===== config.mk =====
export PLATFORM = sky130hd
export DESIGN_NAME = dtc_top
export DESIGN_NICKNAME = d
export VERILOG_FILES = /design/src/core/dtc_pkg.sv /design/src/core/dtc_count_unit.sv /design/src/core/dtc_pin_sync.sv /design/src/core/dtc_top.sv
export VERILOG_INCLUDE_DIRS = /design/src /design/src/core
export SDC_FILE = /design/constraint.sdc
export NUM_CORES = 1
export LEC_CHECK = 0
export ABC_AREA = 0
export BUFFER_PORTS_ARGS = -buffer_cell sky130_fd_sc_hd__buf_2
export CAP_MARGIN = 15
export CORE_ASPECT_RATIO = 2
export CORE_UTILIZATION = 30
export CTS_BUF_LIST = sky130_fd_sc_hd__clkbuf_4
export DETAILED_ROUTE_END_ITERATION = 12
export GPL_ROUTABILITY_DRIVEN = 1
export PLACE_DENSITY = 0.42
export SLEW_MARGIN = 15
export SYNTH_ARGS = -nofsm -noshare
export SYNTH_HDL_FRONTEND = slang
export SYNTH_SLANG_ARGS = --single-unit
export TNS_END_PERCENT = 1

===== constraint.sdc =====
create_clock -name I_CLK -period 4.6 [get_ports I_CLK]
set_input_delay 0.69 -clock I_CLK [delete_from_list [all_inputs] [get_ports I_CLK]]
set_output_delay 0.69 -clock I_CLK [all_outputs]
set_load 0.01 [all_outputs]

===== src/core/dtc_cfg.svh =====
`ifndef DTC_CFG_SVH
`define DTC_CFG_SVH

// special-function register addresses
`define DTC_ADDR_RUN_FLAG 8'h88
`define DTC_ADDR_MODE 8'h89
`define DTC_ADDR_LOW_A 8'h8a
`define DTC_ADDR_LOW_B 8'h8b
`define DTC_ADDR_HIGH_A 8'h8c
`define DTC_ADDR_HIGH_B 8'h8d

// reset values
`define DTC_MODE_RESET 8'h00
`define DTC_RUN_FLAG_RESET 8'h00
`define DTC_COUNT_RESET 8'h00
`define DTC_RDATA_IDLE 8'h00

// timer_mode_config fields
`define DTC_GATE_B 7
`define DTC_SRC_B 6
`define DTC_MODE_B_HI 5
`define DTC_MODE_B_LO 4
`define DTC_GATE_A 3
`define DTC_SRC_A 2
`define DTC_MODE_A_HI 1
`define DTC_MODE_A_LO 0

// timer_run_flag_reg fields
`define DTC_FLAG_B 7
`define DTC_RUN_B 6
`define DTC_FLAG_A 5
`define DTC_RUN_A 4

// pin synchroniser lanes
`define DTC_PIN_COUNT 4
`define DTC_LANE_COUNT_A 0
`define DTC_LANE_COUNT_B 1
`define DTC_LANE_GATE_A 2
`define DTC_LANE_GATE_B 3

`endif


===== src/core/dtc_pkg.sv =====
package dtc_pkg;

    // counting_mode_field encodings
    typedef enum logic [1:0] {
        DTC_MODE_PRESCALE = 2'b00,
        DTC_MODE_CASCADE = 2'b01,
        DTC_MODE_RELOAD = 2'b10,
        DTC_MODE_SPLIT = 2'b11
    } dtc_mode_t;

endpackage


===== src/core/dtc_count_unit.sv =====
`timescale 1ns/1ps
`include "dtc_cfg.svh"

module dtc_count_unit #(
    parameter bit SPLIT_OK = 1'b0
) (
    input wire logic i_clk,
    input wire logic i_rst_b,
    input wire dtc_pkg::dtc_mode_t i_mode,
    input wire logic i_tick,
    input wire logic i_high_tick,
    input wire logic i_wr_low,
    input wire logic i_wr_high,
    input wire logic [7:0] i_wdata,
    output logic [7:0] o_low,
    output logic [7:0] o_high,
    output logic o_ovf,
    output logic o_high_ovf
);
    import dtc_pkg::*;

    logic [7:0] count_low_byte;
    logic [7:0] count_high_byte;
    logic [7:0] next_low;
    logic [7:0] next_high;

    // per-mode increment; a core write to a byte beats counting that cycle
    always_comb begin
        next_low = count_low_byte;
        next_high = count_high_byte;
        o_ovf = 1'b0;
        o_high_ovf = 1'b0;
        unique case (i_mode)
            DTC_MODE_PRESCALE: begin
                if (i_tick) begin
                    // low five bits prescale the high byte, upper three hold
                    next_low = {count_low_byte[7:5], count_low_byte[4:0] + 5'h01};
                    if (count_low_byte[4:0] == 5'h1f) begin
                        next_high = count_high_byte + 8'h01;
                        o_ovf = (count_high_byte == 8'hff);
                    end
                end
            end
            DTC_MODE_CASCADE: begin
                if (i_tick) begin
                    {next_high, next_low} = {count_high_byte, count_low_byte} + 16'h0001;
                    o_ovf = ({count_high_byte, count_low_byte} == 16'hffff);
                end
            end
            DTC_MODE_RELOAD: begin
                if (i_tick) begin
                    if (count_low_byte == 8'hff) begin
                        next_low = count_high_byte;
                        o_ovf = 1'b1;
                    end else begin
                        next_low = count_low_byte + 8'h01;
                    end
                end
            end
            DTC_MODE_SPLIT: begin
                // only the first timer splits; the second one simply stops
                if (SPLIT_OK) begin
                    if (i_tick) begin
                        next_low = count_low_byte + 8'h01;
                        o_ovf = (count_low_byte == 8'hff);
                    end
                    if (i_high_tick) begin
                        next_high = count_high_byte + 8'h01;
                        o_high_ovf = (count_high_byte == 8'hff);
                    end
                end
            end
        endcase
        if (i_wr_low) begin
            next_low = i_wdata;
        end
        if (i_wr_high) begin
            next_high = i_wdata;
        end
    end

    // the two bytes of the count, each written separately by the core
    always_ff @(posedge i_clk or negedge i_rst_b) begin
        if (!i_rst_b) begin
            count_low_byte <= `DTC_COUNT_RESET;
            count_high_byte <= `DTC_COUNT_RESET;
        end else begin
            count_low_byte <= next_low;
            count_high_byte <= next_high;
        end
    end

    assign o_low = count_low_byte;
    assign o_high = count_high_byte;
endmodule


===== src/core/dtc_pin_sync.sv =====
`timescale 1ns/1ps

module dtc_pin_sync (
    input wire logic i_clk,
    input wire logic i_rst_b,
    input wire logic i_pin,
    output logic o_level,
    output logic o_fall
);
    logic meta;
    logic level;
    logic prev;

    // two-flop synchroniser, then one more stage to hold the previous sample
    always_ff @(posedge i_clk or negedge i_rst_b) begin
        if (!i_rst_b) begin
            meta <= 1'b0;
            level <= 1'b0;
            prev <= 1'b0;
        end else begin
            meta <= i_pin;
            level <= meta;
            prev <= level;
        end
    end

    // high in one sample, low in the next; needs two cycles so rate is clk/2
    assign o_level = level;
    assign o_fall = prev & ~level;
endmodule


===== src/core/dtc_top.sv =====
// Function
// - two 16-bit timers as high/low bytes
// - timer source counts every core clock
// - counter source counts count-pin falling samples
// - edge detection takes two cycles, half rate
// - mode register at 0x89, zero reset, byte-only
// - bit 7 gates timer B with pin
// - bit 6 selects timer B source
// - mode 00: 5-bit prescaler feeds high byte
// - mode 01: 16-bit cascade, no prescaler
// - mode 10: low byte reloads from high
// - timer B mode 11 halts it
// - bit 3 gates timer A with pin
// - bit 2 selects timer A source
// - timer A modes 00-10 match timer B
// - timer A mode 11 splits bytes
// - overflow sets flag, vector ack clears
`timescale 1ns/1ps
`include "dtc_cfg.svh"

module dtc_top (
    input wire logic I_CLK,
    input wire logic I_RST_B,
    input wire logic [7:0] I_SFR_ADDR,
    input wire logic I_SFR_WR,
    input wire logic [7:0] I_SFR_WDATA,
    input wire logic I_VECTOR_ACK_A,
    input wire logic I_VECTOR_ACK_B,
    input wire logic I_COUNT_PIN_A,
    input wire logic I_COUNT_PIN_B,
    input wire logic I_GATE_PIN_A,
    input wire logic I_GATE_PIN_B,
    output logic [7:0] O_SFR_RDATA,
    output logic O_OVERFLOW_FLAG_A,
    output logic O_OVERFLOW_FLAG_B
);
    import dtc_pkg::*;

    // software-visible control state
    logic [7:0] timer_mode_config;
    logic [3:0] run_flag_spare;
    logic run_bit_timer_a;
    logic run_bit_timer_b;

    // synchronised pin lanes
    logic [`DTC_PIN_COUNT-1:0] pin_raw;
    logic [`DTC_PIN_COUNT-1:0] pin_level;
    logic [`DTC_PIN_COUNT-1:0] pin_fall;

    // count enables and timer datapath
    logic tick_a;
    logic tick_b;
    logic split_high_tick;
    logic [7:0] low_a;
    logic [7:0] high_a;
    logic [7:0] low_b;
    logic [7:0] high_b;
    logic ovf_a;
    logic ovf_b;
    logic split_ovf;
    logic unused_ovf_b_high;
    logic set_flag_a;
    logic set_flag_b;
    logic split_active;

    // decoded mode fields and write strobes
    dtc_mode_t mode_a;
    dtc_mode_t mode_b;
    logic wr_mode;
    logic wr_run_flag;
    logic wr_low_a;
    logic wr_low_b;
    logic wr_high_a;
    logic wr_high_b;
    logic [7:0] next_rdata;

    // count enable: run bit, optional gate pin, then clock or pin-edge source;
    // the gate is always the synchronised level, never the raw pin
    function automatic logic dtc_tick(input logic run, input logic gate, input logic gate_level,
                                      input logic src_pin, input logic fall);
        logic enabled;
        enabled = run & (~gate | gate_level);
        dtc_tick = enabled & (src_pin ? fall : 1'b1);
    endfunction

    // write-strobe decode shared by all six byte registers; exact match only
    function automatic logic sfr_write_hit(input logic wr, input logic [7:0] addr,
                                           input logic [7:0] target);
        sfr_write_hit = wr & (addr == target);
    endfunction

    // strobe decode; the mode register has no single-bit access path, so a
    // bit change has to be a read, a modify and a full byte write
    assign wr_mode = sfr_write_hit(I_SFR_WR, I_SFR_ADDR, `DTC_ADDR_MODE);
    assign wr_run_flag = sfr_write_hit(I_SFR_WR, I_SFR_ADDR, `DTC_ADDR_RUN_FLAG);
    assign wr_low_a = sfr_write_hit(I_SFR_WR, I_SFR_ADDR, `DTC_ADDR_LOW_A);
    assign wr_low_b = sfr_write_hit(I_SFR_WR, I_SFR_ADDR, `DTC_ADDR_LOW_B);
    assign wr_high_a = sfr_write_hit(I_SFR_WR, I_SFR_ADDR, `DTC_ADDR_HIGH_A);
    assign wr_high_b = sfr_write_hit(I_SFR_WR, I_SFR_ADDR, `DTC_ADDR_HIGH_B);

    // mode fields of the two timers
    assign mode_a = dtc_mode_t'(timer_mode_config[`DTC_MODE_A_HI:`DTC_MODE_A_LO]);
    assign mode_b = dtc_mode_t'(timer_mode_config[`DTC_MODE_B_HI:`DTC_MODE_B_LO]);

    // split mode of timer A hands its high byte to timer B's controls
    assign split_active = (mode_a == DTC_MODE_SPLIT);

    // all four pins come from outside the clock domain and each passes two
    // flops before any logic reads it
    assign pin_raw[`DTC_LANE_COUNT_A] = I_COUNT_PIN_A;
    assign pin_raw[`DTC_LANE_COUNT_B] = I_COUNT_PIN_B;
    assign pin_raw[`DTC_LANE_GATE_A] = I_GATE_PIN_A;
    assign pin_raw[`DTC_LANE_GATE_B] = I_GATE_PIN_B;

    // pins narrower than one clock may be missed: source must hold each level
    // for a full cycle, so no glitch filtering is added here
    generate
        for (genvar lane = 0; lane < `DTC_PIN_COUNT; lane++) begin : g_pin
            dtc_pin_sync u_sync (
                .i_clk(I_CLK),
                .i_rst_b(I_RST_B),
                .i_pin(pin_raw[lane]),
                .o_level(pin_level[lane]),
                .o_fall(pin_fall[lane])
            );
        end
    endgenerate

    // a pin fall reaches the count about three edges after the pin drops
    // (two sync flops plus the compare stage)
    // timer A tick: gate bit 3, source bit 2
    assign tick_a = dtc_tick(run_bit_timer_a, timer_mode_config[`DTC_GATE_A],
                             pin_level[`DTC_LANE_GATE_A],
                             timer_mode_config[`DTC_SRC_A],
                             pin_fall[`DTC_LANE_COUNT_A]);

    // timer B tick: gate bit 7, source bit 6
    assign tick_b = dtc_tick(run_bit_timer_b, timer_mode_config[`DTC_GATE_B],
                             pin_level[`DTC_LANE_GATE_B],
                             timer_mode_config[`DTC_SRC_B],
                             pin_fall[`DTC_LANE_COUNT_B]);

    // split high byte is a plain clock timer run by timer B's run bit alone
    assign split_high_tick = run_bit_timer_b;

    // timer A is the only unit allowed to split its two bytes
    dtc_count_unit #(
        .SPLIT_OK(1'b1)
    ) u_timer_a (
        .i_clk(I_CLK),
        .i_rst_b(I_RST_B),
        .i_mode(mode_a),
        .i_tick(tick_a),
        .i_high_tick(split_high_tick),
        .i_wr_low(wr_low_a),
        .i_wr_high(wr_high_a),
        .i_wdata(I_SFR_WDATA),
        .o_low(low_a),
        .o_high(high_a),
        .o_ovf(ovf_a),
        .o_high_ovf(split_ovf)
    );

    // mode 11 of the second timer halts both bytes inside the unit
    dtc_count_unit #(
        .SPLIT_OK(1'b0)
    ) u_timer_b (
        .i_clk(I_CLK),
        .i_rst_b(I_RST_B),
        .i_mode(mode_b),
        .i_tick(tick_b),
        .i_high_tick(1'b0),
        .i_wr_low(wr_low_b),
        .i_wr_high(wr_high_b),
        .i_wdata(I_SFR_WDATA),
        .o_low(low_b),
        .o_high(high_b),
        .o_ovf(ovf_b),
        .o_high_ovf(unused_ovf_b_high)
    );

    // while timer A is split its high byte owns timer B's flag; timer B keeps
    // counting but can no longer raise a flag of its own
    assign set_flag_a = ovf_a;
    assign set_flag_b = split_active ? split_ovf : ovf_b;
    // timer B's high-byte overflow stays unused: its mode 11 is a halt

    // mode register, byte writes only
    always_ff @(posedge I_CLK or negedge I_RST_B) begin
        if (!I_RST_B) begin
            timer_mode_config <= `DTC_MODE_RESET;
        end else if (wr_mode) begin
            timer_mode_config <= I_SFR_WDATA;
        end
    end

    // run bit of timer A; only a full byte write to the run/flag register moves it
    always_ff @(posedge I_CLK or negedge I_RST_B) begin
        if (!I_RST_B) begin
            run_bit_timer_a <= 1'b0;
        end else if (wr_run_flag) begin
            run_bit_timer_a <= I_SFR_WDATA[`DTC_RUN_A];
        end
    end

    // run bit of timer B; it also runs timer A's high byte while A is split
    always_ff @(posedge I_CLK or negedge I_RST_B) begin
        if (!I_RST_B) begin
            run_bit_timer_b <= 1'b0;
        end else if (wr_run_flag) begin
            run_bit_timer_b <= I_SFR_WDATA[`DTC_RUN_B];
        end
    end

    // spare low nibble is plain storage, so a read-modify-write returns it intact
    always_ff @(posedge I_CLK or negedge I_RST_B) begin
        if (!I_RST_B) begin
            run_flag_spare <= 4'h0;
        end else if (wr_run_flag) begin
            run_flag_spare <= I_SFR_WDATA[3:0];
        end
    end

    // overflow flag A: a hardware set in the same cycle as a vector clear or a
    // core write wins, so no overflow is ever lost
    always_ff @(posedge I_CLK or negedge I_RST_B) begin
        if (!I_RST_B) begin
            O_OVERFLOW_FLAG_A <= 1'b0;
        end else begin
            if (set_flag_a) begin
                O_OVERFLOW_FLAG_A <= 1'b1;
            end else if (I_VECTOR_ACK_A) begin
                O_OVERFLOW_FLAG_A <= 1'b0;
            end else if (wr_run_flag) begin
                O_OVERFLOW_FLAG_A <= I_SFR_WDATA[`DTC_FLAG_A];
            end
        end
    end

    // overflow flag B: same priority; while A is split it follows A's high byte
    // and timer B's own rollovers are dropped
    always_ff @(posedge I_CLK or negedge I_RST_B) begin
        if (!I_RST_B) begin
            O_OVERFLOW_FLAG_B <= 1'b0;
        end else begin
            if (set_flag_b) begin
                O_OVERFLOW_FLAG_B <= 1'b1;
            end else if (I_VECTOR_ACK_B) begin
                O_OVERFLOW_FLAG_B <= 1'b0;
            end else if (wr_run_flag) begin
                O_OVERFLOW_FLAG_B <= I_SFR_WDATA[`DTC_FLAG_B];
            end
        end
    end

    // read mux; unmapped addresses read zero so the core's own mux can OR us in
    // the two bytes of a count are read separately and not latched together, so
    // software must allow for a roll between the two reads
    always_comb begin
        unique case (I_SFR_ADDR)
            `DTC_ADDR_MODE: begin
                next_rdata = timer_mode_config;
            end
            `DTC_ADDR_RUN_FLAG: begin
                next_rdata = {O_OVERFLOW_FLAG_B, run_bit_timer_b,
                              O_OVERFLOW_FLAG_A, run_bit_timer_a,
                              run_flag_spare};
            end
            `DTC_ADDR_LOW_A: begin
                next_rdata = low_a;
            end
            `DTC_ADDR_LOW_B: begin
                next_rdata = low_b;
            end
            `DTC_ADDR_HIGH_A: begin
                next_rdata = high_a;
            end
            `DTC_ADDR_HIGH_B: begin
                next_rdata = high_b;
            end
            default: begin
                next_rdata = `DTC_RDATA_IDLE;
            end
        endcase
    end

    // registered read data costs one cycle of latency but keeps the output clean
    always_ff @(posedge I_CLK or negedge I_RST_B) begin
        if (!I_RST_B) begin
            O_SFR_RDATA <= `DTC_RDATA_IDLE;
        end else begin
            O_SFR_RDATA <= next_rdata;
        end
    end
endmodule


## After elaboration in Yosys (flattened, before gate mapping)

Cells that the tools add are included.

- Bits in registers: 66
- Latch bits: 0
- RAM bits: 0
- Bits in read-only memories: 0
- Input bits: 25
- Output and inout port bits: 10
- Word-level logic and storage cells: 146
- Memories kept: 0

- Add/sub/neg operators: 8
- Multiply operators: 0
- Divide/modulo/power cells: 0
- Order comparisons: 0
- Eq/ne operators: 35
- Shifts and indexed selects: 0
- Multiplexer cells: 48
- Bitwise logic cells: 18
- Reduce and logical (&&, ||, !) cells: 14

Operators by type and width:

| operator | count |
|---|---|
| 2-to-1 mux 8 bit | 18 |
| == test 8 bit, second input constant | 10 |
| one-hot mux 8 bit (3 select lines) | 2 |
| one-hot mux 8 bit (6 select lines) | 1 |
| inequality test 3 x 2 -> 1 bit, second input constant | 12 |
| adder 16 x 1 -> 16 bit, second input constant | 2 |
| adder 8 x 1 -> 8 bit, second input constant | 4 |
| == test 16 bit, second input constant | 2 |
| one-hot mux 8 bit (4 select lines) | 1 |
| 2-to-1 mux 1 bit | 21 |
| AND reduction 4 bit | 5 |
| one-hot mux 8 bit (2 select lines) | 1 |
| bitwise AND 1 bit | 12 |
| nonzero test 3 bit | 4 |
| adder 5 x 1 -> 5 bit, second input constant | 2 |
| == test 5 bit, second input constant | 2 |
| 2-to-1 mux 5 bit | 2 |
| nonzero test 4 bit | 2 |
| == test 2 bit, second input constant | 3 |
| inequality test 3 x 1 -> 1 bit, second input constant | 2 |
| AND reduction 5 bit | 1 |
| == test 2 x 1 -> 1 bit, second input constant | 2 |
| logical NOT 2 bit | 2 |
| inequality test 2 x 1 -> 1 bit, second input constant | 2 |
| other kinds (4) | 8 |

## Longest topological paths before layout

Gate-level depths: netlist of the first run.

- Depth after elaboration: 8
- Gate-level depth with buffers: 9
- Depth with buffers taken out: 9

## Hierarchy

From an unflattened synthesis of the first run, not the netlist that was laid out.

- Cells, all modules: 480
- Area total of the unflattened synthesis: 4466.8 um^2

By module, submodules not included:

| module | instances | cells each | area an instance (um^2) |
|---|---|---|---|
| dtc_top | 1 | 140 | 1436.4 |
| dtc_count_unit (u_timer_b) | 1 | 174 | 1393.8 |
| dtc_count_unit (u_timer_a) | 1 | 150 | 1281.2 |
| dtc_pin_sync | 4 | 4 | 88.8 |

## Worst setup path before layout of the first run

Ideal clock, no wire load.

- Kind: reg2reg
- Start: reg u_timer_b.count_low_byte[0] (netlist: u_timer_b.o_low[0])
- End: reg u_timer_b.count_high_byte[7] (netlist: u_timer_b.o_high[7])
- Setup time: 0.136 ns
- Arrival: 2.078 ns
- Data required time: 4.464 ns
- Slack: 2.386 ns
- Stages on the path, launching flop included: 10
- Cell sequence: dfrtp_1 ha_1 and3_1 ha_1 mux2_2 o2111ai_2 or3_1 nor2_1 xnor2_1 o21ai_0

- Cells in the longest elaborated chain, start to end: 4
- Elaborated cells on any way between the ends: 7
- Classes of those cells: add/sub: 1; eq/ne: 2; mux: 3; reduce/logical: 1

RTL lines:

| element | RTL line | text |
|---|---|---|
| from (decl) | dtc_count_unit.sv:22 | `logic [7:0] count_low_byte;` |
| from (signal assigned) | dtc_count_unit.sv:85 | `` count_low_byte <= `DTC_COUNT_RESET; `` |
| from (signal assigned) | dtc_count_unit.sv:88 | `count_low_byte <= next_low;` |
| adder 16 x 1 -> 16 bit | dtc_count_unit.sv:46 | `{next_high, next_low} = {count_high_byte, count_low_byte} + 16'h0001;` |
| 2-to-1 mux 8 bit | dtc_count_unit.sv:45 | `if (i_tick) begin` |
| one-hot mux 8 bit (2 select lines) | dtc_count_unit.sv:33 | `unique case (i_mode)` |
| 2-to-1 mux 8 bit | dtc_count_unit.sv:77 | `if (i_wr_high) begin` |
| to (signal assigned) | dtc_count_unit.sv:86 | `` count_high_byte <= `DTC_COUNT_RESET; `` |
| to (signal assigned) | dtc_count_unit.sv:89 | `count_high_byte <= next_high;` |
| to (decl) | dtc_count_unit.sv:23 | `logic [7:0] count_high_byte;` |

Several ways; a longest one is shown, not always the timed one. The select of a mux whose other input is x is not followed.
A chain may end at the register's enable or synchronous reset.

## Worst setup path after layout of the first run

- Start: reg u_timer_b.count_low_byte[0] (netlist: u_timer_b.o_low[0])
- End: reg u_timer_b.count_high_byte[4] (netlist: u_timer_b.o_high[4])

Same word-level chain as after synthesis.

==> qor.json, run 1 <==
{
  "timing": {
    "timing.final.crit_share_pct": 56.78,
    "timing.final.crit_period_ps": 2612,
    "slew_viol_final": 0,
    "relSlewSlack_pct": 30.28,
    "hold_viol_final": 0,
    "max_freq_mhz": 382.9,
    "setup_viol": 0,
    "fin_skew_ps": 10.04,
    "timing.final.ws_setup_ps": 1988,
    "unrepaired_setup_endpoints_after_global_routing": "no",
    "finalHoldWorstSlack_ps": 360.0,
    "worstMarginPinSlew_ps": 1042,
    "setup_total_negative_slack_ps": 0
  },
  "placement": {
    "gp_congestion": 0.8769,
    "place_area_um2": 4374,
    "detailedPlace.worstSlack_ps": 1796,
    "dp.cells": 595,
    "port_buffers": 34,
    "dp.final_hpwl_um": 11100
  },
  "cells_and_area": {
    "final_cell_area_um2": 4514,
    "most_frequent_cells_in_the_layout": "sky130_fd_sc_hd__dfrtp_1, sky130_fd_sc_hd__nand2_1, sky130_fd_sc_hd__o21ai_0, sky130_fd_sc_hd__buf_2, sky130_fd_sc_hd__nor2_1",
    "final_util_pct": 33.78,
    "fillCellCount": 1438,
    "layout_commonest_cell": "sky130_fd_sc_hd__dfrtp_1",
    "drive_above_1_share_pct": 17.98,
    "design.final.nets": 491,
    "stdcell_count": 612,
    "area_growth_syn_to_layout_pct": 10.64
  },
  "yosys": {
    "yosys_most_used_dff": "sky130_fd_sc_hd__dfrtp_1",
    "post_synth_main_area_contributors": "sky130_fd_sc_hd__dfrtp_1, sky130_fd_sc_hd__ha_1, sky130_fd_sc_hd__nand2_1",
    "ys_ff_latch": 66,
    "postSynthCellCount": 423,
    "ys_seq_area_share_pct": 40.48,
    "syn_area_um2": 4080,
    "post_synth.cell_area_avg_um2": 9.646,
    "number_of_synthesized_flops_with_an_enable_pin": 0,
    "post_synth_num_cell_types": 58,
    "synth-warning-count": 0,
    "synth_area_leader_cell": "sky130_fd_sc_hd__dfrtp_1",
    "async_flop_share_pct": 100.0,
    "yosys.area.top_type_share_pct": 40.48,
    "synth_nets": 463
  },
  "floorplan": {
    "std_cell_rows": 60,
    "die-width_um": 84.47,
    "die_area_um2": 14100,
    "initial_core_util_pct": 30.53,
    "num_io_pins": 35,
    "fp.dieH_um": 166.9,
    "placeableCoreArea_um2": 13360
  },
  "worst_setup_path": {
    "timing.critical_path.mode_cell": "sky130_fd_sc_hd__ha_1",
    "critical-path-top-delay-family": "compound AO/OA/AOI/OAI gates",
    "worstSetupEndpointType": "register",
    "crit_path_top_delay_cell": "sky130_fd_sc_hd__a211oi_1",
    "critical_path.cell_chain": "ha_1, and3_1, ha_1, mux2_2, o2111ai_2, a211oi_1, nand3_1, xor2_1, o21ai_0",
    "crit_type": "register to register",
    "max_stage_delay_ps": 480,
    "cp.buffers_inverters": 0,
    "timing.critical_path.arrival_ps": 2950,
    "timing.critical_path.fanout_max": 7,
    "data_required_time_at_the_worst_endpoint_ps": 4940,
    "startpoint_class_of_the_critical_path": "register"
  },
  "routing": {
    "dr.pass1.iters": 4,
    "routed_wire_length_per_instance_um": 23.64,
    "drt-initial-drc-count": 165,
    "postRouteWirelength_um": 14470,
    "mean_number_of_vias_per_cell": 5.647,
    "drt_drc_violations_left": 0,
    "antenna_viol_nets_final": 0,
    "detailroute.via_count": 3456
  },
  "global_route": {
    "grt.overflow.total": 0,
    "pin_count_of_the_biggest_net_entering_global_routing": 67,
    "grt_first_pass_wirelength_um": 22280,
    "grt_usage_pct": 21.96,
    "grt_pass1_vias": 3640,
    "grt_antenna_before_repair": 1
  },
  "clock_network": {
    "h-tree-depth": 3,
    "cts_made_buffers": 9,
    "cts.repair.resized": 0,
    "clk_tree_root_cell": "sky130_fd_sc_hd__clkbuf_4",
    "cts.sink_count": 66,
    "cts_hold_repair.buffers": 0,
    "register_clock_pin_slew_on_the_reported_worst_setup_and_hold_paths_ps": 120,
    "ctsLongestPathBuffers": 2,
    "post_cts_buffers": 0,
    "tritoncts": "done",
    "clkLatencyLatePin_ps": 420
  },
  "power_and_ir_drop": {
    "power_frac_clock_pct": 20.1,
    "fin_total_pwr_mw": 2.028,
    "switching_share_pct": 42.03,
    "share_seq_of_total_power_pct": 47.7,
    "power.density_nw_per_um2": 449.1,
    "power.share.combinational_pct": 32.2,
    "leakage_dissipation_nw": 1.862,
    "power_report.internal_total_mw": 1.175,
    "ir_worst_vdd_mv": 0.1711,
    "p_sw_mw": 0.8522
  },
  "status": {
    "run_status": "complete, no violations"
  },
  "hold_path": {
    "timing.hold.worst.class": "register to register"
  },
  "flow_run": {
    "maxCapViolCount": 0
  }
}
-- synthesized netlist by cell type, types with 3 or more instances --
cell type,n
sky130_fd_sc_hd__o21ai_1,4
sky130_fd_sc_hd__nand2_1,49
sky130_fd_sc_hd__ha_1,15
sky130_fd_sc_hd__nand2b_1,5
sky130_fd_sc_hd__inv_1,15
sky130_fd_sc_hd__a31oi_1,4
sky130_fd_sc_hd__a211o_1,4
sky130_fd_sc_hd__mux2i_1,12
sky130_fd_sc_hd__nor2_1,30
sky130_fd_sc_hd__xnor2_1,14
sky130_fd_sc_hd__nand4_1,4
sky130_fd_sc_hd__mux4_2,8
sky130_fd_sc_hd__a21oi_1,21
sky130_fd_sc_hd__and4_1,4
sky130_fd_sc_hd__xor2_1,7
sky130_fd_sc_hd__nor3_1,9
sky130_fd_sc_hd__nor4_1,3
sky130_fd_sc_hd__dfrtp_1,66
sky130_fd_sc_hd__o21ai_0,33
sky130_fd_sc_hd__mux2_2,13
sky130_fd_sc_hd__buf_2,7
sky130_fd_sc_hd__a221o_1,5
sky130_fd_sc_hd__a211oi_1,7
sky130_fd_sc_hd__clkbuf_1,9
sky130_fd_sc_hd__o31ai_1,3
sky130_fd_sc_hd__nor2b_1,5
sky130_fd_sc_hd__and3_1,6
sky130_fd_sc_hd__nand3_1,16
sky130_fd_sc_hd__o211ai_1,8
-- routing by layer --
layer	GRT usage [%]	routed length, um
met1	21.82	5035
met2	41.20	8007
met3	2.379	317
met4	16.06	1107
met5	0	0
-- final timing paths --
check,startpoint,to,slack [ps],cells past startpoint
worst max-delay path,u_timer_b.o_low[0],u_timer_b.o_high[4],1990,9
worst min register to register,g_pin[3].u_sync.meta,g_pin[3].u_sync.o_level,360,0
worst max register to register,u_timer_b.o_low[0],u_timer_b.o_high[4],1990,9
worst min-delay path,g_pin[3].u_sync.meta,g_pin[3].u_sync.o_level,360,0
max in group asynchronous,I_RST_B,u_timer_a.o_low[7],3630,1
min in group asynchronous,I_RST_B,u_timer_a.o_high[5],370,1
-- area by class of cell --
cell class	count	area (um^2)	area share, %
Multi-Input combinational cell	324	2292	50.78
Sequential cell	66	1652	36.59
Tap cell	155	193.9	4.296
Timing Repair Buffer	35	180.2	3.991
Clock buffer	11	82.58	1.829
Inverter	15	56.30	1.247
Clock inverter	5	55.05	1.220
Antenna cell	1	2.502	0.05543
-- cells by family (layout without fill, tap and decap cells) --
| kind of cell | after synthesis | count (layout) | share of synthesized area [%] |
|---|---|---|---|
| AND/OR/NAND/NOR | 146 | 146 | 18.31 |
| AO/OA/AOI/OAI | 109 | 109 | 17.82 |
| flip-flops | 66 | 66 | 40.48 |
| multiplexers | 33 | 33 | 10.95 |
| buffers and inverters | 33 | 66 | 3.342 |
| XOR/XNOR | 21 | 21 | 4.508 |
| adder cells (fa/ha/maj) | 15 | 15 | 4.600 |
| other | 0 | 1 | 0 |
-- sequential cells by signal (all words and copies together) (netlist names) --
name and cells:
O_SFR_RDATA 8, timer_mode_config 8, u_timer_a.o_high 8, u_timer_a.o_low 8
u_timer_b.o_high 8, u_timer_b.o_low 8, g_pin.u_sync.meta 4, g_pin.u_sync.o_level 4
run_flag_spare 4, g_pin.u_sync.prev 2, O_OVERFLOW_FLAG_A 1, O_OVERFLOW_FLAG_B 1
run_bit_timer_a 1, run_bit_timer_b 1
-- power groups by stage --
stage	Combinational [mW]	Clock (mW)	Sequential [mW]
finish	0.653	0.408	0.967
global route	0.726	0.445	0.991
detailed placement	0.651	0	0.975
CTS	0.655	0.425	0.962
global placement	0.650	0	0.973
floorplan	0.514	0	0.840
No activity file was read; power rests on OpenSTA's default activity.
==> run 2, diff against run 1 <==
clock period = 2.7 ns   (was 4.6 ns; I/O delays follow)
==> qor.json, run 2 (synthesis gave the netlist of run 1 again) <==
{
  "status": {
    "run_status": {"value": "complete, no violations", "change": "unchanged"}
  },
  "routing": {
    "postRouteWirelength": {"value": 14290, "unit": "um", "change": "was 14470 um"},
    "routed_wire_length_per_instance": {"value": 22.83, "unit": "um", "change": "was 23.64 um"},
    "drt-initial-drc-count": {"value": 162, "change": "was 165"},
    "detailroute.via_count": {"value": 3492, "change": "was 3456"},
    "mean_number_of_vias_per_cell": {"value": 5.578, "change": "was 5.647"},
    "dr.pass1.iters": {"value": 4, "change": "unchanged"},
    "antenna_viol_nets_final": {"value": 0, "change": "unchanged"},
    "drt_drc_violations_left": {"value": 0, "change": "unchanged"}
  },
  "worst_setup_path": {
    "startpoint_class_of_the_critical_path": {"value": "register", "change": "unchanged"},
    "timing.critical_path.fanout_max": {"value": 6, "change": "was 7"},
    "timing.critical_path.arrival": {"value": 2810, "unit": "ps", "change": "was 2950 ps"},
    "data_required_time_at_the_worst_endpoint": {"value": 3010, "unit": "ps", "change": "was 4940 ps"},
    "ff2ff_setup_slack": {"value": 210, "unit": "ps", "change": "was 1990 ps"},
    "critical_path.reg2reg.endpoint": {"value": "u_timer_b.o_high[7]", "change": "was u_timer_b.o_high[4]"},
    "reg2reg_depth": {"value": 9, "change": "unchanged"},
    "max_stage_delay": {"value": 470, "unit": "ps", "change": "was 480 ps"},
    "crit_path_top_delay_cell": {"value": "sky130_fd_sc_hd__or3_1", "change": "was sky130_fd_sc_hd__a211oi_1"},
    "critical_path.cell_chain": {"value": "ha_1, and3_1, ha_1, mux2_2, o2111ai_2, or3_1, nor2_1, xnor2_1, o21ai_0", "change": "was ha_1, and3_1, ha_1, mux2_2, o2111ai_2, a211oi_1, nand3_1, xor2_1, o21ai_0"},
    "worst_r2r_startpoint": {"value": "u_timer_b.o_low[1]", "change": "was u_timer_b.o_low[0]"},
    "timing.critical_path.mode_cell": {"value": "sky130_fd_sc_hd__ha_1", "change": "unchanged"},
    "crit_type": {"value": "register to register", "change": "unchanged"},
    "worstSetupEndpointType": {"value": "register", "change": "unchanged"}
  },
  "clock_network": {
    "clk_tree_root_cell": {"value": "sky130_fd_sc_hd__clkbuf_4", "change": "unchanged"},
    "cts_made_buffers": {"value": 9, "change": "unchanged"},
    "cts.sink_count": {"value": 66, "change": "unchanged"},
    "h-tree-depth": {"value": 3, "change": "unchanged"},
    "clkLatencyLatePin": {"value": 420, "unit": "ps", "change": "about the same"},
    "tritoncts": {"value": "done", "change": "unchanged"},
    "ctsLongestPathBuffers": {"value": 2, "change": "unchanged"},
    "post_cts_buffers": {"value": 0, "change": "unchanged"},
    "register_clock_pin_slew_on_the_reported_worst_setup_and_hold_paths": {"value": 120, "unit": "ps", "change": "about the same"}
  },
  "timing": {
    "timing.final.crit_period": {"value": 2493, "unit": "ps", "change": "was 2612 ps"},
    "fin_skew": {"value": 12.27, "unit": "ps", "change": "was 10.04 ps"},
    "timing.final.crit_share": {"value": 92.33, "unit": "%", "change": "was 56.78%"},
    "unrepaired_setup_endpoints_after_global_routing": {"value": "no", "change": "unchanged"},
    "slew_viol_final": {"value": 0, "change": "unchanged"},
    "hold_viol_final": {"value": 0, "change": "unchanged"},
    "relSlewSlack": {"value": 39.15, "unit": "%", "change": "was 30.28%"},
    "setup_total_negative_slack": {"value": 0, "unit": "ps", "change": "unchanged"},
    "setup_viol": {"value": 0, "change": "unchanged"},
    "max_freq": {"value": 401.2, "unit": "MHz", "change": "was 382.9 MHz"},
    "worstMarginPinSlew": {"value": 912.8, "unit": "ps", "change": "was 1042 ps"}
  },
  "power_and_ir_drop": {
    "share_seq_of_total_power": {"value": 44.3, "unit": "%", "change": "was 47.7%"},
    "p_sw": {"value": 1.446, "unit": "mW", "change": "was 0.8522 mW"},
    "power_report.internal_total": {"value": 2.118, "unit": "mW", "change": "was 1.175 mW"},
    "power_frac_clock": {"value": 21.1, "unit": "%", "change": "was 20.1%"},
    "power.share.combinational": {"value": 34.5, "unit": "%", "change": "was 32.2%"},
    "switching_share": {"value": 40.56, "unit": "%", "change": "was 42.03%"},
    "ir_worst_vdd": {"value": 0.3492, "unit": "mV", "change": "was 0.1711 mV"},
    "power.density": {"value": 768.3, "unit": "nW/um^2", "change": "was 449.1 nW/um^2"},
    "leakage_dissipation": {"value": 1.936, "unit": "nW", "change": "was 1.862 nW"}
  },
  "hold_path": {
    "timing.hold.worst.class": {"value": "input pin to async pin", "change": "was register to register"}
  },
  "flow_run": {
    "maxCapViolCount": {"value": 0, "change": "unchanged"}
  },
  "global_route": {
    "grt.overflow.total": {"value": 0, "change": "unchanged"},
    "gr-usage-met2": {"value": 39.91, "unit": "%", "change": "was 41.20%"},
    "grt_first_pass_wirelength": {"value": 22030, "unit": "um", "change": "was 22280 um"},
    "grt_use_met1": {"value": 22.11, "unit": "%", "change": "was 21.82%"},
    "grt_antenna_before_repair": {"value": 1, "change": "unchanged"},
    "grt_pass1_vias": {"value": 3696, "change": "was 3640"},
    "pin_count_of_the_biggest_net_entering_global_routing": {"value": 67, "change": "unchanged"},
    "grt_usage": {"value": 21.60, "unit": "%", "change": "was 21.96%"},
    "gr-max-usage-layer": {"value": "met2", "change": "unchanged"},
    "grt_util_met3": {"value": 2.329, "unit": "%", "change": "was 2.379%"}
  },
  "floorplan": {
    "num_io_pins": {"value": 35, "change": "unchanged"},
    "std_cell_rows": {"value": 60, "change": "unchanged"},
    "initial_core_util": {"value": 30.53, "unit": "%", "change": "unchanged"},
    "fp.dieH": {"value": 166.9, "unit": "um", "change": "unchanged"},
    "placeableCoreArea": {"value": 13360, "unit": "um^2", "change": "unchanged"},
    "die_area": {"value": 14100, "unit": "um^2", "change": "unchanged"},
    "die-width": {"value": 84.47, "unit": "um", "change": "unchanged"}
  },
  "placement": {
    "place_area": {"value": 4479, "unit": "um^2", "change": "was 4374 um^2"},
    "gp_congestion": {"value": 0.9036, "change": "was 0.8769"},
    "dp.cells": {"value": 609, "change": "was 595"},
    "dp.final_hpwl": {"value": 10990, "unit": "um", "change": "was 11100 um"},
    "port_buffers": {"value": 34, "change": "unchanged"}
  },
  "cells_and_area": {
    "most_frequent_cells_in_the_layout": {"value": "sky130_fd_sc_hd__dfrtp_1, sky130_fd_sc_hd__nand2_1, sky130_fd_sc_hd__o21ai_0, sky130_fd_sc_hd__buf_2, sky130_fd_sc_hd__nor2_1", "change": "unchanged"},
    "design.final.nets": {"value": 505, "change": "was 491"},
    "final_cell_area": {"value": 4638, "unit": "um^2", "change": "was 4514 um^2"},
    "area_growth_syn_to_layout": {"value": 13.68, "unit": "%", "change": "was 10.64%"},
    "fillCellCount": {"value": 1447, "change": "was 1438"},
    "layout_commonest_cell": {"value": "sky130_fd_sc_hd__dfrtp_1", "change": "unchanged"},
    "drive_above_1_share": {"value": 20.21, "unit": "%", "change": "was 17.98%"},
    "stdcell_count": {"value": 626, "change": "was 612"}
  }
}
-- run 2: per-stage QoR --
stage               total power [mW]  util, %  setup slack (ps)  hold WS, ps
floorplan                      2.307        -             485.8        109.4
global placement               2.825    33.52             229.6        331.9
detailed placement             2.825    33.52             125.1        334.7
CTS                            3.604    34.65             113.1        48.59
global route                   3.803    34.71             35.68        46.50
finish                         3.564    34.71             207.2        70.86
-- run 2: power groups by stage --
stage / combinational [mW] / sequential [mW] / clock [mW]
5_1_grt: 1.36 / 1.62 / 0.825
6_report: 1.23 / 1.58 / 0.752
3_5_place_dp: 1.22 / 1.60 / 0
2_1_floorplan: 0.876 / 1.43 / 0
3_3_place_gp: 1.22 / 1.60 / 0
4_1_cts: 1.23 / 1.58 / 0.790
-- run 2: cell type report --
| type | count | area [um^2] | area share [%] |
|---|---|---|---|
| Inverter | 15 | 56.30 | 1.214 |
| Antenna cell | 1 | 2.502 | 0.05395 |
| Sequential cell | 66 | 1652 | 35.61 |
| Clock buffer | 9 | 67.56 | 1.457 |
| Timing Repair Buffer | 49 | 285.3 | 6.151 |
| Multi-Input combinational cell | 324 | 2297 | 49.53 |
| Clock inverter | 7 | 83.83 | 1.807 |
| Tap cell | 155 | 193.9 | 4.181 |
-- run 2: worst max-delay path by stage --
stage,endpoint,slack [ps],cells past startpoint,from
2_1_floorplan,u_timer_b.o_high[7],490,9,u_timer_b.o_low[0]
3_3_place_gp,u_timer_b.o_high[4],230,10,u_timer_b.o_low[0]
3_5_place_dp,u_timer_b.o_high[4],130,10,u_timer_b.o_low[0]
4_1_cts,u_timer_b.o_high[4],110,10,u_timer_b.o_low[0]
5_1_grt,u_timer_b.o_high[7],40,9,u_timer_b.o_low[1]
6_report,u_timer_b.o_high[7],210,9,u_timer_b.o_low[1]
-- run 2: critical path: cells and delay by family (launching register included) --
family,cells,cell delay [ps]
AND/OR/NAND/NOR,3,900
XOR/XNOR,1,120
adder cells (fa/ha/maj),2,450
AO/OA/AOI/OAI,2,300
flip-flops,1,450
multiplexers,1,160
-- run 2: what timing repair did --
item,in CTS,in global routing
gates resized for setup,0,1
setup endpoints to repair,0,2
endpoints found under the hold margin,0,0
hold buffers,0,0
-- run 2: per-layer routing --
layer  up-vias  part of all wire (%)
met5         -                     0
met4         0                   7.3
met3        34                   2.3
met2        80                    55
met1      1737                    35
li1       1641                     -
==> run 3, diff against run 2 <==
CORE_UTILIZATION = 45   (was 30)
CTS_CLUSTER_SIZE = 14   (was default)
PLACE_DENSITY = 0.59   (was 0.42)
==> qor.json, run 3 (synthesis gave the netlist of run 1 again) <==
{
  "floorplan": {
    "die-width": {"value": 69.33, "unit": "um", "change": "was 84.47 um"},
    "fp.dieH": {"value": 136.7, "unit": "um", "change": "was 166.9 um"},
    "std_cell_rows": {"value": 48, "change": "was 60"},
    "placeableCoreArea": {"value": 8708, "unit": "um^2", "change": "was 13360 um^2"},
    "initial_core_util": {"value": 46.85, "unit": "%", "change": "was 30.53%"},
    "num_io_pins": {"value": 35, "change": "unchanged"},
    "die_area": {"value": 9475, "unit": "um^2", "change": "was 14100 um^2"}
  },
  "routing": {
    "mean_number_of_vias_per_cell": {"value": 6.201, "change": "was 5.578"},
    "routed_wire_length_per_instance": {"value": 22.33, "unit": "um", "change": "was 22.83 um"},
    "top_signal_layer_used": {"value": "met4", "change": "unchanged"},
    "met3_wirelength": {"value": 389, "unit": "um", "change": "was 330 um"},
    "dr.pass1.iters": {"value": 5, "change": "was 4"},
    "antenna_viol_nets_final": {"value": 0, "change": "unchanged"},
    "drt-initial-drc-count": {"value": 260, "change": "was 162"},
    "postRouteWirelength": {"value": 12800, "unit": "um", "change": "was 14290 um"},
    "drt_drc_violations_left": {"value": 0, "change": "unchanged"},
    "met2WireLength": {"value": 6722, "unit": "um", "change": "was 7928 um"},
    "detailroute.via_count": {"value": 3553, "change": "was 3492"},
    "wirelength_met1": {"value": 4568, "unit": "um", "change": "was 4992 um"}
  },
  "power_and_ir_drop": {
    "power.share.combinational": {"value": 33.9, "unit": "%", "change": "was 34.5%"},
    "switching_share": {"value": 40.13, "unit": "%", "change": "was 40.56%"},
    "power.density": {"value": 777.7, "unit": "nW/um^2", "change": "was 768.3 nW/um^2"},
    "p_sw": {"value": 1.437, "unit": "mW", "change": "was 1.446 mW"},
    "leakage_dissipation": {"value": 1.958, "unit": "nW", "change": "was 1.936 nW"},
    "power_frac_clock": {"value": 22.2, "unit": "%", "change": "was 21.1%"},
    "share_seq_of_total_power": {"value": 43.9, "unit": "%", "change": "was 44.3%"},
    "ir_worst_vdd": {"value": 0.3814, "unit": "mV", "change": "was 0.3492 mV"},
    "power_report.internal_total": {"value": 2.144, "unit": "mW", "change": "was 2.118 mW"}
  },
  "placement": {
    "dp.final_hpwl": {"value": 9697, "unit": "um", "change": "was 10990 um"},
    "gp_congestion": {"value": 0.9653, "change": "was 0.9036"},
    "port_buffers": {"value": 34, "change": "unchanged"},
    "place_area": {"value": 4428, "unit": "um^2", "change": "was 4479 um^2"}
  },
  "status": {
    "run_status": {"value": "complete, no violations", "change": "unchanged"}
  },
  "timing": {
    "hold_viol_final": {"value": 0, "change": "unchanged"},
    "relSlewSlack": {"value": 51.32, "unit": "%", "change": "was 39.15%"},
    "setup_total_negative_slack": {"value": 0, "unit": "ps", "change": "unchanged"},
    "unrepaired_setup_endpoints_after_global_routing": {"value": "no", "change": "unchanged"},
    "timing.final.crit_share": {"value": 93.23, "unit": "%", "change": "was 92.33%"},
    "setup_viol": {"value": 0, "change": "unchanged"},
    "slew_viol_final": {"value": 0, "change": "unchanged"},
    "max_freq": {"value": 397.3, "unit": "MHz", "change": "was 401.2 MHz"},
    "worstMarginPinSlew": {"value": 728.2, "unit": "ps", "change": "was 912.8 ps"},
    "timing.final.crit_period": {"value": 2517, "unit": "ps", "change": "was 2493 ps"},
    "fin_skew": {"value": 15.28, "unit": "ps", "change": "was 12.27 ps"}
  },
  "flow_run": {
    "maxCapViolCount": {"value": 0, "change": "unchanged"}
  },
  "worst_setup_path": {
    "data_required_time_at_the_worst_endpoint": {"value": 3040, "unit": "ps", "change": "was 3010 ps"},
    "startpoint_class_of_the_critical_path": {"value": "register", "change": "unchanged"},
    "timing.critical_path.fanout_max": {"value": 7, "change": "was 6"},
    "crit_path_top_delay_cell": {"value": "sky130_fd_sc_hd__dfrtp_1", "change": "was sky130_fd_sc_hd__or3_1"},
    "max_stage_delay": {"value": 470, "unit": "ps", "change": "about the same"},
    "timing.critical_path.mode_cell": {"value": "sky130_fd_sc_hd__ha_1", "change": "unchanged"},
    "critical_path.cell_chain": {"value": "ha_1, and3_1, ha_1, mux2_2, o2111ai_2, or3_1, nor2_1, xnor2_1, o21ai_0", "change": "unchanged"},
    "crit_type": {"value": "register to register", "change": "unchanged"},
    "timing.critical_path.arrival": {"value": 2860, "unit": "ps", "change": "was 2810 ps"},
    "worstSetupEndpointType": {"value": "register", "change": "unchanged"}
  },
  "cells_and_area": {
    "final_cell_area": {"value": 4606, "unit": "um^2", "change": "was 4638 um^2"},
    "design.final.nets": {"value": 507, "change": "was 505"},
    "most_frequent_cells_in_the_layout": {"value": "sky130_fd_sc_hd__dfrtp_1, sky130_fd_sc_hd__nand2_1, sky130_fd_sc_hd__buf_2, sky130_fd_sc_hd__o21ai_0, sky130_fd_sc_hd__nor2_1", "change": "was sky130_fd_sc_hd__dfrtp_1, sky130_fd_sc_hd__nand2_1, sky130_fd_sc_hd__o21ai_0, sky130_fd_sc_hd__buf_2, sky130_fd_sc_hd__nor2_1"},
    "area_growth_syn_to_layout": {"value": 12.88, "unit": "%", "change": "was 13.68%"},
    "layout_commonest_cell": {"value": "sky130_fd_sc_hd__dfrtp_1", "change": "unchanged"},
    "drive_above_1_share": {"value": 20.76, "unit": "%", "change": "was 20.21%"}
  },
  "clock_network": {
    "clk_tree_root_cell": {"value": "sky130_fd_sc_hd__clkbuf_4", "change": "unchanged"},
    "cts_made_buffers": {"value": 9, "change": "unchanged"},
    "cts.sink_count": {"value": 66, "change": "unchanged"},
    "clkLatencyLatePin": {"value": 450, "unit": "ps", "change": "was 420 ps"},
    "register_clock_pin_slew_on_the_reported_worst_setup_and_hold_paths": {"value": 120, "unit": "ps", "change": "about the same"},
    "h-tree-depth": {"value": 3, "change": "unchanged"},
    "ctsLongestPathBuffers": {"value": 2, "change": "unchanged"},
    "tritoncts": {"value": "done", "change": "unchanged"}
  },
  "global_route": {
    "grt_pass1_vias": {"value": 3550, "change": "was 3696"},
    "grt_first_pass_wirelength": {"value": 19850, "unit": "um", "change": "was 22030 um"},
    "grt_antenna_before_repair": {"value": 1, "change": "unchanged"},
    "grt_usage": {"value": 28.81, "unit": "%", "change": "was 21.60%"},
    "grt.overflow.total": {"value": 0, "change": "unchanged"},
    "pin_count_of_the_biggest_net_entering_global_routing": {"value": 67, "change": "unchanged"}
  },
  "hold_path": {
    "timing.hold.worst.class": {"value": "input pin to register", "change": "was input pin to async pin"}
  }
}
[run 3: cell count changes in the layout (fill, tap and decap cells not counted), sizes merged]
| cell | previous run | this run |
|---|---|---|
| clkinv | 4 | 2 |
| buf | 49 | 50 |
| dlygate4sd3 | 0 | 1 |
| clkbuf | 9 | 10 |
| inv | 15 | 16 |
[run 3: cell type report]
cell class              count  area (um^2)
fillers                   818         4103
multi-input cells         324         2292
flip-flops and latches     66         1652
repair buffers             51        312.8
well taps                 100        125.1
clock inverters             6        90.09
clock buffers              10        75.07
inverters                  15        56.30
diodes                      1        2.502
[run 3: layer usage]
metal  vias to the layer above  global-route usage, %
met5                         -                      0
met4                         0                  25.62
met3                        55                  4.418
met2                       115                  49.19
met1                      1741                  30.41
li1                       1642                      -
[run 3: through the flow]
step           utilization (%)  worst slack (ps)  power (mW)  hold slack, ps  instances
2_1_floorplan                -             485.8       2.307           109.4        423
3_3_place_gp             50.85             314.6       2.757           332.7        555
3_5_place_dp             50.85             205.0       2.778           337.0        555
4_1_cts                  52.86             192.0       3.581           10.39        572
5_1_grt                  52.89             41.77       3.797           11.86        573
6_report                 52.89             182.9       3.582           46.46        573
[run 3: path summary, 6_finish.rpt]
check | from | to | slack [ps] | cells past startpoint
max | u_timer_b.o_low[0] | u_timer_b.o_high[3] | 180 | 9
min | I_COUNT_PIN_B | g_pin[1].u_sync.meta | 50 | 1
max reg2reg | u_timer_b.o_low[0] | u_timer_b.o_high[3] | 180 | 9
min reg2reg | g_pin[0].u_sync.meta | g_pin[0].u_sync.o_level | 360 | 0
max in group asynchronous | I_RST_B | u_timer_a.o_high[0] | 1900 | 3
min in group asynchronous | I_RST_B | g_pin[1].u_sync.meta | 480 | 3
[run 3: timing repair]
action | CTS | global route
setup buffers | 0 | 0
endpoints found under the hold margin | 66 | 0
hold buffers | 1 | 0
gates resized for setup | 0 | 0
[run 3: critical path: cells and delay by family (launching register included)]
kind            cells  cell delay, ps
simple gates        3             910
fa+ha+maj           2             460
xor+xnor            1             130
mux                 1             160
flops               1             470
compound gates      2             270
[run 3: power by group through the flow]
| stage | sequential, mW | clock (mW) | combinational, mW |
|---|---|---|---|
| 2_1_floorplan | 1.43 | 0 | 0.876 |
| 3_5_place_dp | 1.58 | 0 | 1.19 |
| 5_1_grt | 1.60 | 0.855 | 1.34 |
| 6_report | 1.57 | 0.795 | 1.21 |
| 4_1_cts | 1.56 | 0.816 | 1.21 |
| 3_3_place_gp | 1.58 | 0 | 1.18 |
